## src/pkg/cul_pkg.sv

```systemverilog
// Purpose: constants for the cell undervoltage latch flag registers
// Assumes: 8-bit register index, 16-bit register data
// Notes:   offsets are register indices as seen by the serial decoder
package cul_pkg;
   localparam int          CUL_ADDR_W      = 8;
   localparam int          CUL_DATA_W      = 16;
   localparam int          CUL_LOW_CELLS   = 16;
   localparam int          CUL_CELLS       = 17;
   localparam logic [7:0]  CUL_OFS_LOW     = 8'h4F;
   localparam logic [7:0]  CUL_OFS_HIGH    = 8'h50;
   localparam logic [15:0] CUL_RST_LOW     = 16'h0000;
   localparam logic [15:0] CUL_RST_HIGH    = 16'h0000;
   localparam logic [15:0] CUL_CLEAR_VALUE = 16'h0000;
   localparam int          CUL_HIGH_FLAG_POS = 0;
   localparam int          CUL_HIGH_RSVD_LSB = 1;
   localparam int          CUL_HIGH_RSVD_MSB = 5;
   localparam logic [15:0] CUL_RD_UNMAPPED = 16'h0000;

   typedef struct packed {
      logic [CUL_LOW_CELLS-1:0] flagsLow;
      logic                     flagHigh;
      logic [4:0]               rsvdHigh;
      logic [CUL_DATA_W-1:0]    rdData;
      logic                     rdValid;
   } cul_state_t;
endpackage

```

## src/core/cul_latch_flags.sv

```systemverilog
// Purpose: sticky undervoltage flags for cells 1..17, two status registers
// Assumes: detection pulses and register strobes come from logic on clk
// Notes:   a write of all zeros to either register clears every flag whose cell has no event in that same cycle
//
// Overview of operation
// - Cells 1-16 flags, cell n at bit n-1
// - Detection sets flag; flag holds until cleared
// - All flags read zero after reset
// - Zero write to either register clears flags
// - Cell 17 flag at companion bit zero
`timescale 1ns/1ps
`default_nettype none

module cul_latch_flags
(
   input  wire logic                           clk,
   input  wire logic                           rst,
   input  wire logic [cul_pkg::CUL_CELLS-1:0]  cellUndervoltEvt,
   input  wire logic                           regWrEn,
   input  wire logic                           regRdEn,
   input  wire logic [cul_pkg::CUL_ADDR_W-1:0] regAddr,
   input  wire logic [cul_pkg::CUL_DATA_W-1:0] regWrData,
   output logic      [cul_pkg::CUL_DATA_W-1:0] regRdData,
   output logic                                regRdValid,
   output logic      [cul_pkg::CUL_CELLS-1:0]  undervoltFlags,
   output logic                                anyUndervolt
);
   import cul_pkg::*;

   cul_state_t state_r;
   cul_state_t state_nxt;

   logic clearHit;
   logic hitLow;
   logic hitHigh;

   function automatic logic addrIs(input logic [CUL_ADDR_W-1:0] a,
                                   input logic [CUL_ADDR_W-1:0] ofs);
      return a == ofs;
   endfunction

   function automatic logic [CUL_DATA_W-1:0] highWord(input cul_state_t s);
      logic [CUL_DATA_W-1:0] w;
      // bits 15:6 are not stored; they always read zero
      w = '0;
      w[CUL_HIGH_FLAG_POS] = s.flagHigh;
      w[CUL_HIGH_RSVD_MSB:CUL_HIGH_RSVD_LSB] = s.rsvdHigh;
      return w;
   endfunction

   assign hitLow   = addrIs(regAddr, CUL_OFS_LOW);
   assign hitHigh  = addrIs(regAddr, CUL_OFS_HIGH);
   // only the exact all-zero value acknowledges; other writes keep flags
   assign clearHit = regWrEn && (hitLow || hitHigh)
                     && (regWrData == CUL_CLEAR_VALUE);

   always_comb begin
      state_nxt = state_r;
      state_nxt.rdValid = 1'b0;
      if (clearHit) begin
         state_nxt.flagsLow = CUL_RST_LOW[CUL_LOW_CELLS-1:0];
         state_nxt.flagHigh = 1'b0;
      end
      // reserved bits just store what software writes
      if (regWrEn && hitHigh) begin
         state_nxt.rsvdHigh =
            regWrData[CUL_HIGH_RSVD_MSB:CUL_HIGH_RSVD_LSB];
      end
      // set after clear so an event in the clearing cycle survives
      for (int i = 0; i < CUL_LOW_CELLS; i++) begin
         if (cellUndervoltEvt[i]) begin
            state_nxt.flagsLow[i] = 1'b1;
         end
      end
      if (cellUndervoltEvt[CUL_CELLS-1]) begin
         state_nxt.flagHigh = 1'b1;
      end
      if (regRdEn) begin
         state_nxt.rdValid = 1'b1;
         if (hitLow) begin
            state_nxt.rdData = state_r.flagsLow;
         end else if (hitHigh) begin
            state_nxt.rdData = highWord(state_r);
         end else begin
            state_nxt.rdData = CUL_RD_UNMAPPED;
         end
      end
   end

   always_ff @(posedge clk or posedge rst) begin
      if (rst) begin
         state_r.flagsLow <= CUL_RST_LOW[CUL_LOW_CELLS-1:0];
         state_r.flagHigh <= CUL_RST_HIGH[CUL_HIGH_FLAG_POS];
         state_r.rsvdHigh <= CUL_RST_HIGH[CUL_HIGH_RSVD_MSB:CUL_HIGH_RSVD_LSB];
         state_r.rdData   <= CUL_RD_UNMAPPED;
         state_r.rdValid  <= 1'b0;
      end else begin
         state_r <= state_nxt;
      end
   end

   assign regRdData      = state_r.rdData;
   assign regRdValid     = state_r.rdValid;
   assign undervoltFlags = {state_r.flagHigh, state_r.flagsLow};
   assign anyUndervolt   = |undervoltFlags;

   // port-level view of an acknowledging write, kept apart from clearHit
   // so the checks below do not lean on the decode they guard
   logic zeroWrSeen;
   assign zeroWrSeen = regWrEn
                       && (regAddr == CUL_OFS_LOW || regAddr == CUL_OFS_HIGH)
                       && (regWrData == CUL_CLEAR_VALUE);

   // one set and one hold check per cell, so a crossed bit shows up
   for (genvar c = 0; c < CUL_CELLS; c++) begin : g_cellChk

   end
endmodule

`default_nettype wire

```

## config.mk

```make
export PLATFORM = sky130hd
export DESIGN_NAME = cul_latch_flags
export DESIGN_NICKNAME = d
export VERILOG_FILES = /design/src/pkg/cul_pkg.sv /design/src/core/cul_latch_flags.sv
export SDC_FILE = /design/constraint.sdc
export NUM_CORES = 1
export LEC_CHECK = 0
export BUFFER_PORTS_ARGS = -buffer_cell sky130_fd_sc_hd__buf_2
export CORE_UTILIZATION = 43
export DETAILED_ROUTE_END_ITERATION = 8
export GPL_TIMING_DRIVEN = 0
export PLACE_DENSITY = 0.81
export SYNTH_ARGS = -nofsm -noshare
export SYNTH_HDL_FRONTEND = slang
export SYNTH_SLANG_ARGS = --single-unit
```

## constraint.sdc

```tcl
create_clock -name clk -period 1.4 [get_ports clk]
set_clock_uncertainty 0.15 [all_clocks]
set_input_delay 0.21 -clock clk [delete_from_list [all_inputs] [get_ports clk]]
set_output_delay 0.21 -clock clk [all_outputs]
set_load 0.05 [all_outputs]
```

==> summary.txt <==
Power
  – Sw Ratio: 0.228
  – Switching power total: 534 µW
  – Clk pwr share: 0.423
  – Static leakage: 1.51 nW
  – Part of the power in combinational logic: 0.089
  – Internal power: 1.80 mW
  – Power density normalized to cell area: 739 mW/mm²
  – Seq pwr share: 0.489
  – Worst vdd rail ir drop: 0.664 mV

GRT
  – GRT Total Usage: 0.237
  – Global route overflow: 0
  – Global-route met1 utilization: 0.309
  – Global route hottest layer: met2
  – Global-route wire length before repair: 7870 µm
  – Number of global-route vias before repair: 1672
  – Met2 track demand over resource: 0.363
  – Met3 capacity usage during global routing: 0.0461
  – Pin count of the biggest net entering global routing: 40
  – Antenna violations before repair: 0

Synthesis
  – Synth warn: 0
  – Synthesized area per cell: 10.7 µm²
  – Adder-Cell Fraction of Synth Area: 0
  – Multiplexer share of the synthesized area: 0.0412
  – Sequential area share after synthesis: 0.510
  – Fraction of synthesis flops using an asynchronous set or reset pin: 1.00
  – Syn Nets: 223
  – Synth top cells by count: 39 x sky130_fd_sc_hd__dfrtp_1, 35 x sky130_fd_sc_hd__nor2_1, 34 x sky130_fd_sc_hd__buf_4
  – Seq cells post-synth: 39
  – Biggest area contributors in the synthesized netlist: sky130_fd_sc_hd__dfrtp_1 51%, sky130_fd_sc_hd__buf_4 13%, sky130_fd_sc_hd__nor2_1 6.9%
  – Count of unique library cells instantiated by Yosys: 23
  – Number of enable-type register cells in the synthesized netlist: 0
  – Synth area leader: sky130_fd_sc_hd__dfrtp_1
  – Simple logic cell fraction of the synthesized area: 0.166
  – Summed instance area of the synthesized netlist: 0.00191 mm²
  – Share of the synthesized netlist area taken by xor and xnor gates: 0
  – Area share of the largest cell type after synthesis: 0.510
  – Most frequent cell after synthesis: sky130_fd_sc_hd__dfrtp_1
  – Dominant combinational cell family by area after synthesis: simple AND/OR/NAND/NOR gates
  – Area fraction in compound gates after synthesis: 0.133
  – Most used flip-flop cell after synthesis: sky130_fd_sc_hd__dfrtp_1
  – Cell count after synthesis: 178

Final layout
  – Layout Nets: 333
  – Antenna fix cells: 0
  – Area Growth Syn to Fin: 65.6%
  – Share of cells above drive strength 1: 0.616
  – Post-route cell area: 0.00317 mm²
  – Final Non-Filler Cells: 339

Clock tree
  – Number of buffers added by the clock tree synthesis step: 5
  – CTS tree: built
  – # H-tree levels: 2
  – Maximum buffer depth of the clock tree: 2
  – Clock Tree Root: sky130_fd_sc_hd__clkbuf_8
  – TritonCTS sink count: 39
  – Clock slew at reported path FFs: 70 ps
  – Clock latency reported for the late side of the worst-skew pair: 300 ps

Setup path
  – Crit-path max FO: 2
  – Cell count along the critical path: 4
  – Capture point of the worst path: anyUndervolt
  – Critical path origin: undervoltFlags[5]$_DFFE_PP0P_
  – Critical Path Max Stage Delay: 430 ps
  – Library cell contributing the largest single delay on the critical path: sky130_fd_sc_hd__dfrtp_1
  – Critical register-to-register path endpoint: regRdData[2]$_DFFE_PP0P_
  – Crit path cell chain: nor4_4 > nand4_1 > or4_4 > buf_6
  – Data required time at the worst endpoint: 1040 ps
  – Arrival time at the worst endpoint: 1740 ps
  – Buffers and inverters on the worst path: 1
  – Depth of the most critical reg-to-reg path: 3
  – Reg2reg start: undervoltFlags[2]$_DFFE_PP0P_
  – Setup slack on the worst flop-to-flop path: 130 ps
  – Top Family by Delay on Critical Path: simple AND/OR/NAND/NOR gates
  – Crit path kind: reg2out
  – Launching element type of the critical path: flip-flop
  – Crit. End Element: primary output

Floorplan
  – Placement Rows: 23
  – Chip Width: 68.7 µm
  – Vertical die dimension: 68.7 µm
  – Std-Cell Core Area: 0.00414 mm²
  – Initial core utilization: 0.461
  – Die Footprint: 0.00472 mm²
  – Total I/O pin count: 80

Drt
  – Via Count: 1863
  – # DRC: 0
  – Detailed-route vias per instance: 5.50
  – Remaining antenna violation count after routing: 0
  – Number of DRC violations after detailed-routing iteration 0: 140
  – Total routed wirelength: 6330 µm
  – Average wire length per cell after detail routing: 18.7 µm
  – Detailed Routing Iterations Pass 1: 4

STA
  – Setup-failing EPs final: 35
  – Endpoints failing hold: 0
  – Normalized max-slew margin: 0.553
  – Transition at the pin with the smallest max-transition slack: 670 ps
  – Max Clk Rate: 476 MHz
  – Crit path time final: 2100 ps
  – Final Max Tran Viols: 0
  – Fin crit share: 1.50
  – RSZ-0062 raised after global routing: yes
  – Total negative slack: -3150 ps
  – Smallest setup slack after layout: -700 ps

Place
  – Global placer's final weighted congestion: 0.837
  – Cell Area, Placed: 0.00238 mm²
  – Sum of net half-perimeters after detailed placement: 3170 µm
  – Number of placed cells counting well taps: 307
  – Number of I/O port buffers: 79

Status
  – Result of the run: complete, but fails checks
  – Violated checks: negative setup slack

Run
  – Max-cap violations: 0

Hold path
  – HP Class: in2reg
## layout make-up
class / count / area [µm²]
multi-input combinational: 97 / 855
clock buffer: 6 / 82.6
buffer: 26 / 198
fill: 246 / 977
sequential: 39 / 982
tap: 50 / 62.6
timing repair buffer: 116 / 940
inverter: 3 / 12.5
clock inverter: 2 / 35.0
## metrics by stage
stage	worst slack [ps]	hold slack, ps	total power [mW]	utilization
finish	-700	13.8	2.34	0.764
global route	-783	28.6	2.40	0.764
CTS	-683	15.5	2.29	0.686
detailed placement	-615	256	1.33	0.574
global placement	-609	283	1.32	0.574
floorplan	-267	91.4	1.23	-
## sequential cells by signal, summed over array words and instances, names as in the netlist
| register | cells |
|---|---|
| state_r | 5 |
| regRdValid | 1 |
| undervoltFlags | 17 |
| regRdData | 16 |
## per-layer routing
metal | vias up | part of all wire
met5 | - | 0
met4 | 0 | 0.038
met3 | 23 | 0.065
met2 | 100 | 0.47
met1 | 910 | 0.42
li1 | 830 | -
## tightest hold or removal path, cell delays in order
cell	delay, ps
sky130_fd_sc_hd__buf_2	100
sky130_fd_sc_hd__nor2_1	80
sky130_fd_sc_hd__a31oi_1	40
## cell usage in the layout, fill, tap and decap left out, drive strengths merged, types with 2 or more instances in the layout
cell	Yosys	routed
buf	37	138
dfrtp	39	39
nor2	35	35
a31oi	17	17
a22o	10	10
clkbuf	2	8
nor4	7	7
nor2b	6	6
a221o	6	6
mux2	5	5
nor3	3	3
clkinv	1	3
dlygate4sd3	0	2
nand4bb	2	2
## how the worst min path moves through the flow
stage                    startpoint                             end  slack, ps  depth (start not counted)
4_1_cts                regWrData[3]         state_r[19]$_DFFE_PP0P_         20                          2
3_5_place_dp                    rst            regRdValid$_DFF_PP0_        260                          2
5_1_grt                regWrData[5]         state_r[21]$_DFFE_PP0P_         30                          2
2_1_floorplan               regRdEn            regRdValid$_DFF_PP0_         90                          0
6_report       cellUndervoltEvt[16]  undervoltFlags[16]$_DFFE_PP0P_         10                          3
3_3_place_gp                regRdEn            regRdValid$_DFF_PP0_        280                          1
## power by group through the flow
stage          Combinational [mW]  Sequential [mW]  Clock (mW)
6_report                    0.207             1.14       0.988
5_1_grt                     0.223             1.14        1.03
4_1_cts                     0.179             1.14       0.973
3_5_place_dp                0.161             1.16           0
3_3_place_gp                0.158             1.16           0
2_1_floorplan              0.0655             1.17           0
## cell families (layout without fill, tap and decap cells)
logic type	count (synthesis)	in the layout
buffers and inverters	42	153
flip-flops	39	39
AO/OA/AOI/OAI	33	33
multiplexers	6	6
AND/OR/NAND/NOR	58	58
## what timing repair did
item,4_1_cts,5_1_grt
cloned,0,1
pin swaps,6,17
endpoints found under the setup margin,33,89
hold endpoints to repair,40,0
resized for setup,65,59
hold buffers,2,0
setup buffers,21,13
(Power assumes the default switching activity.)
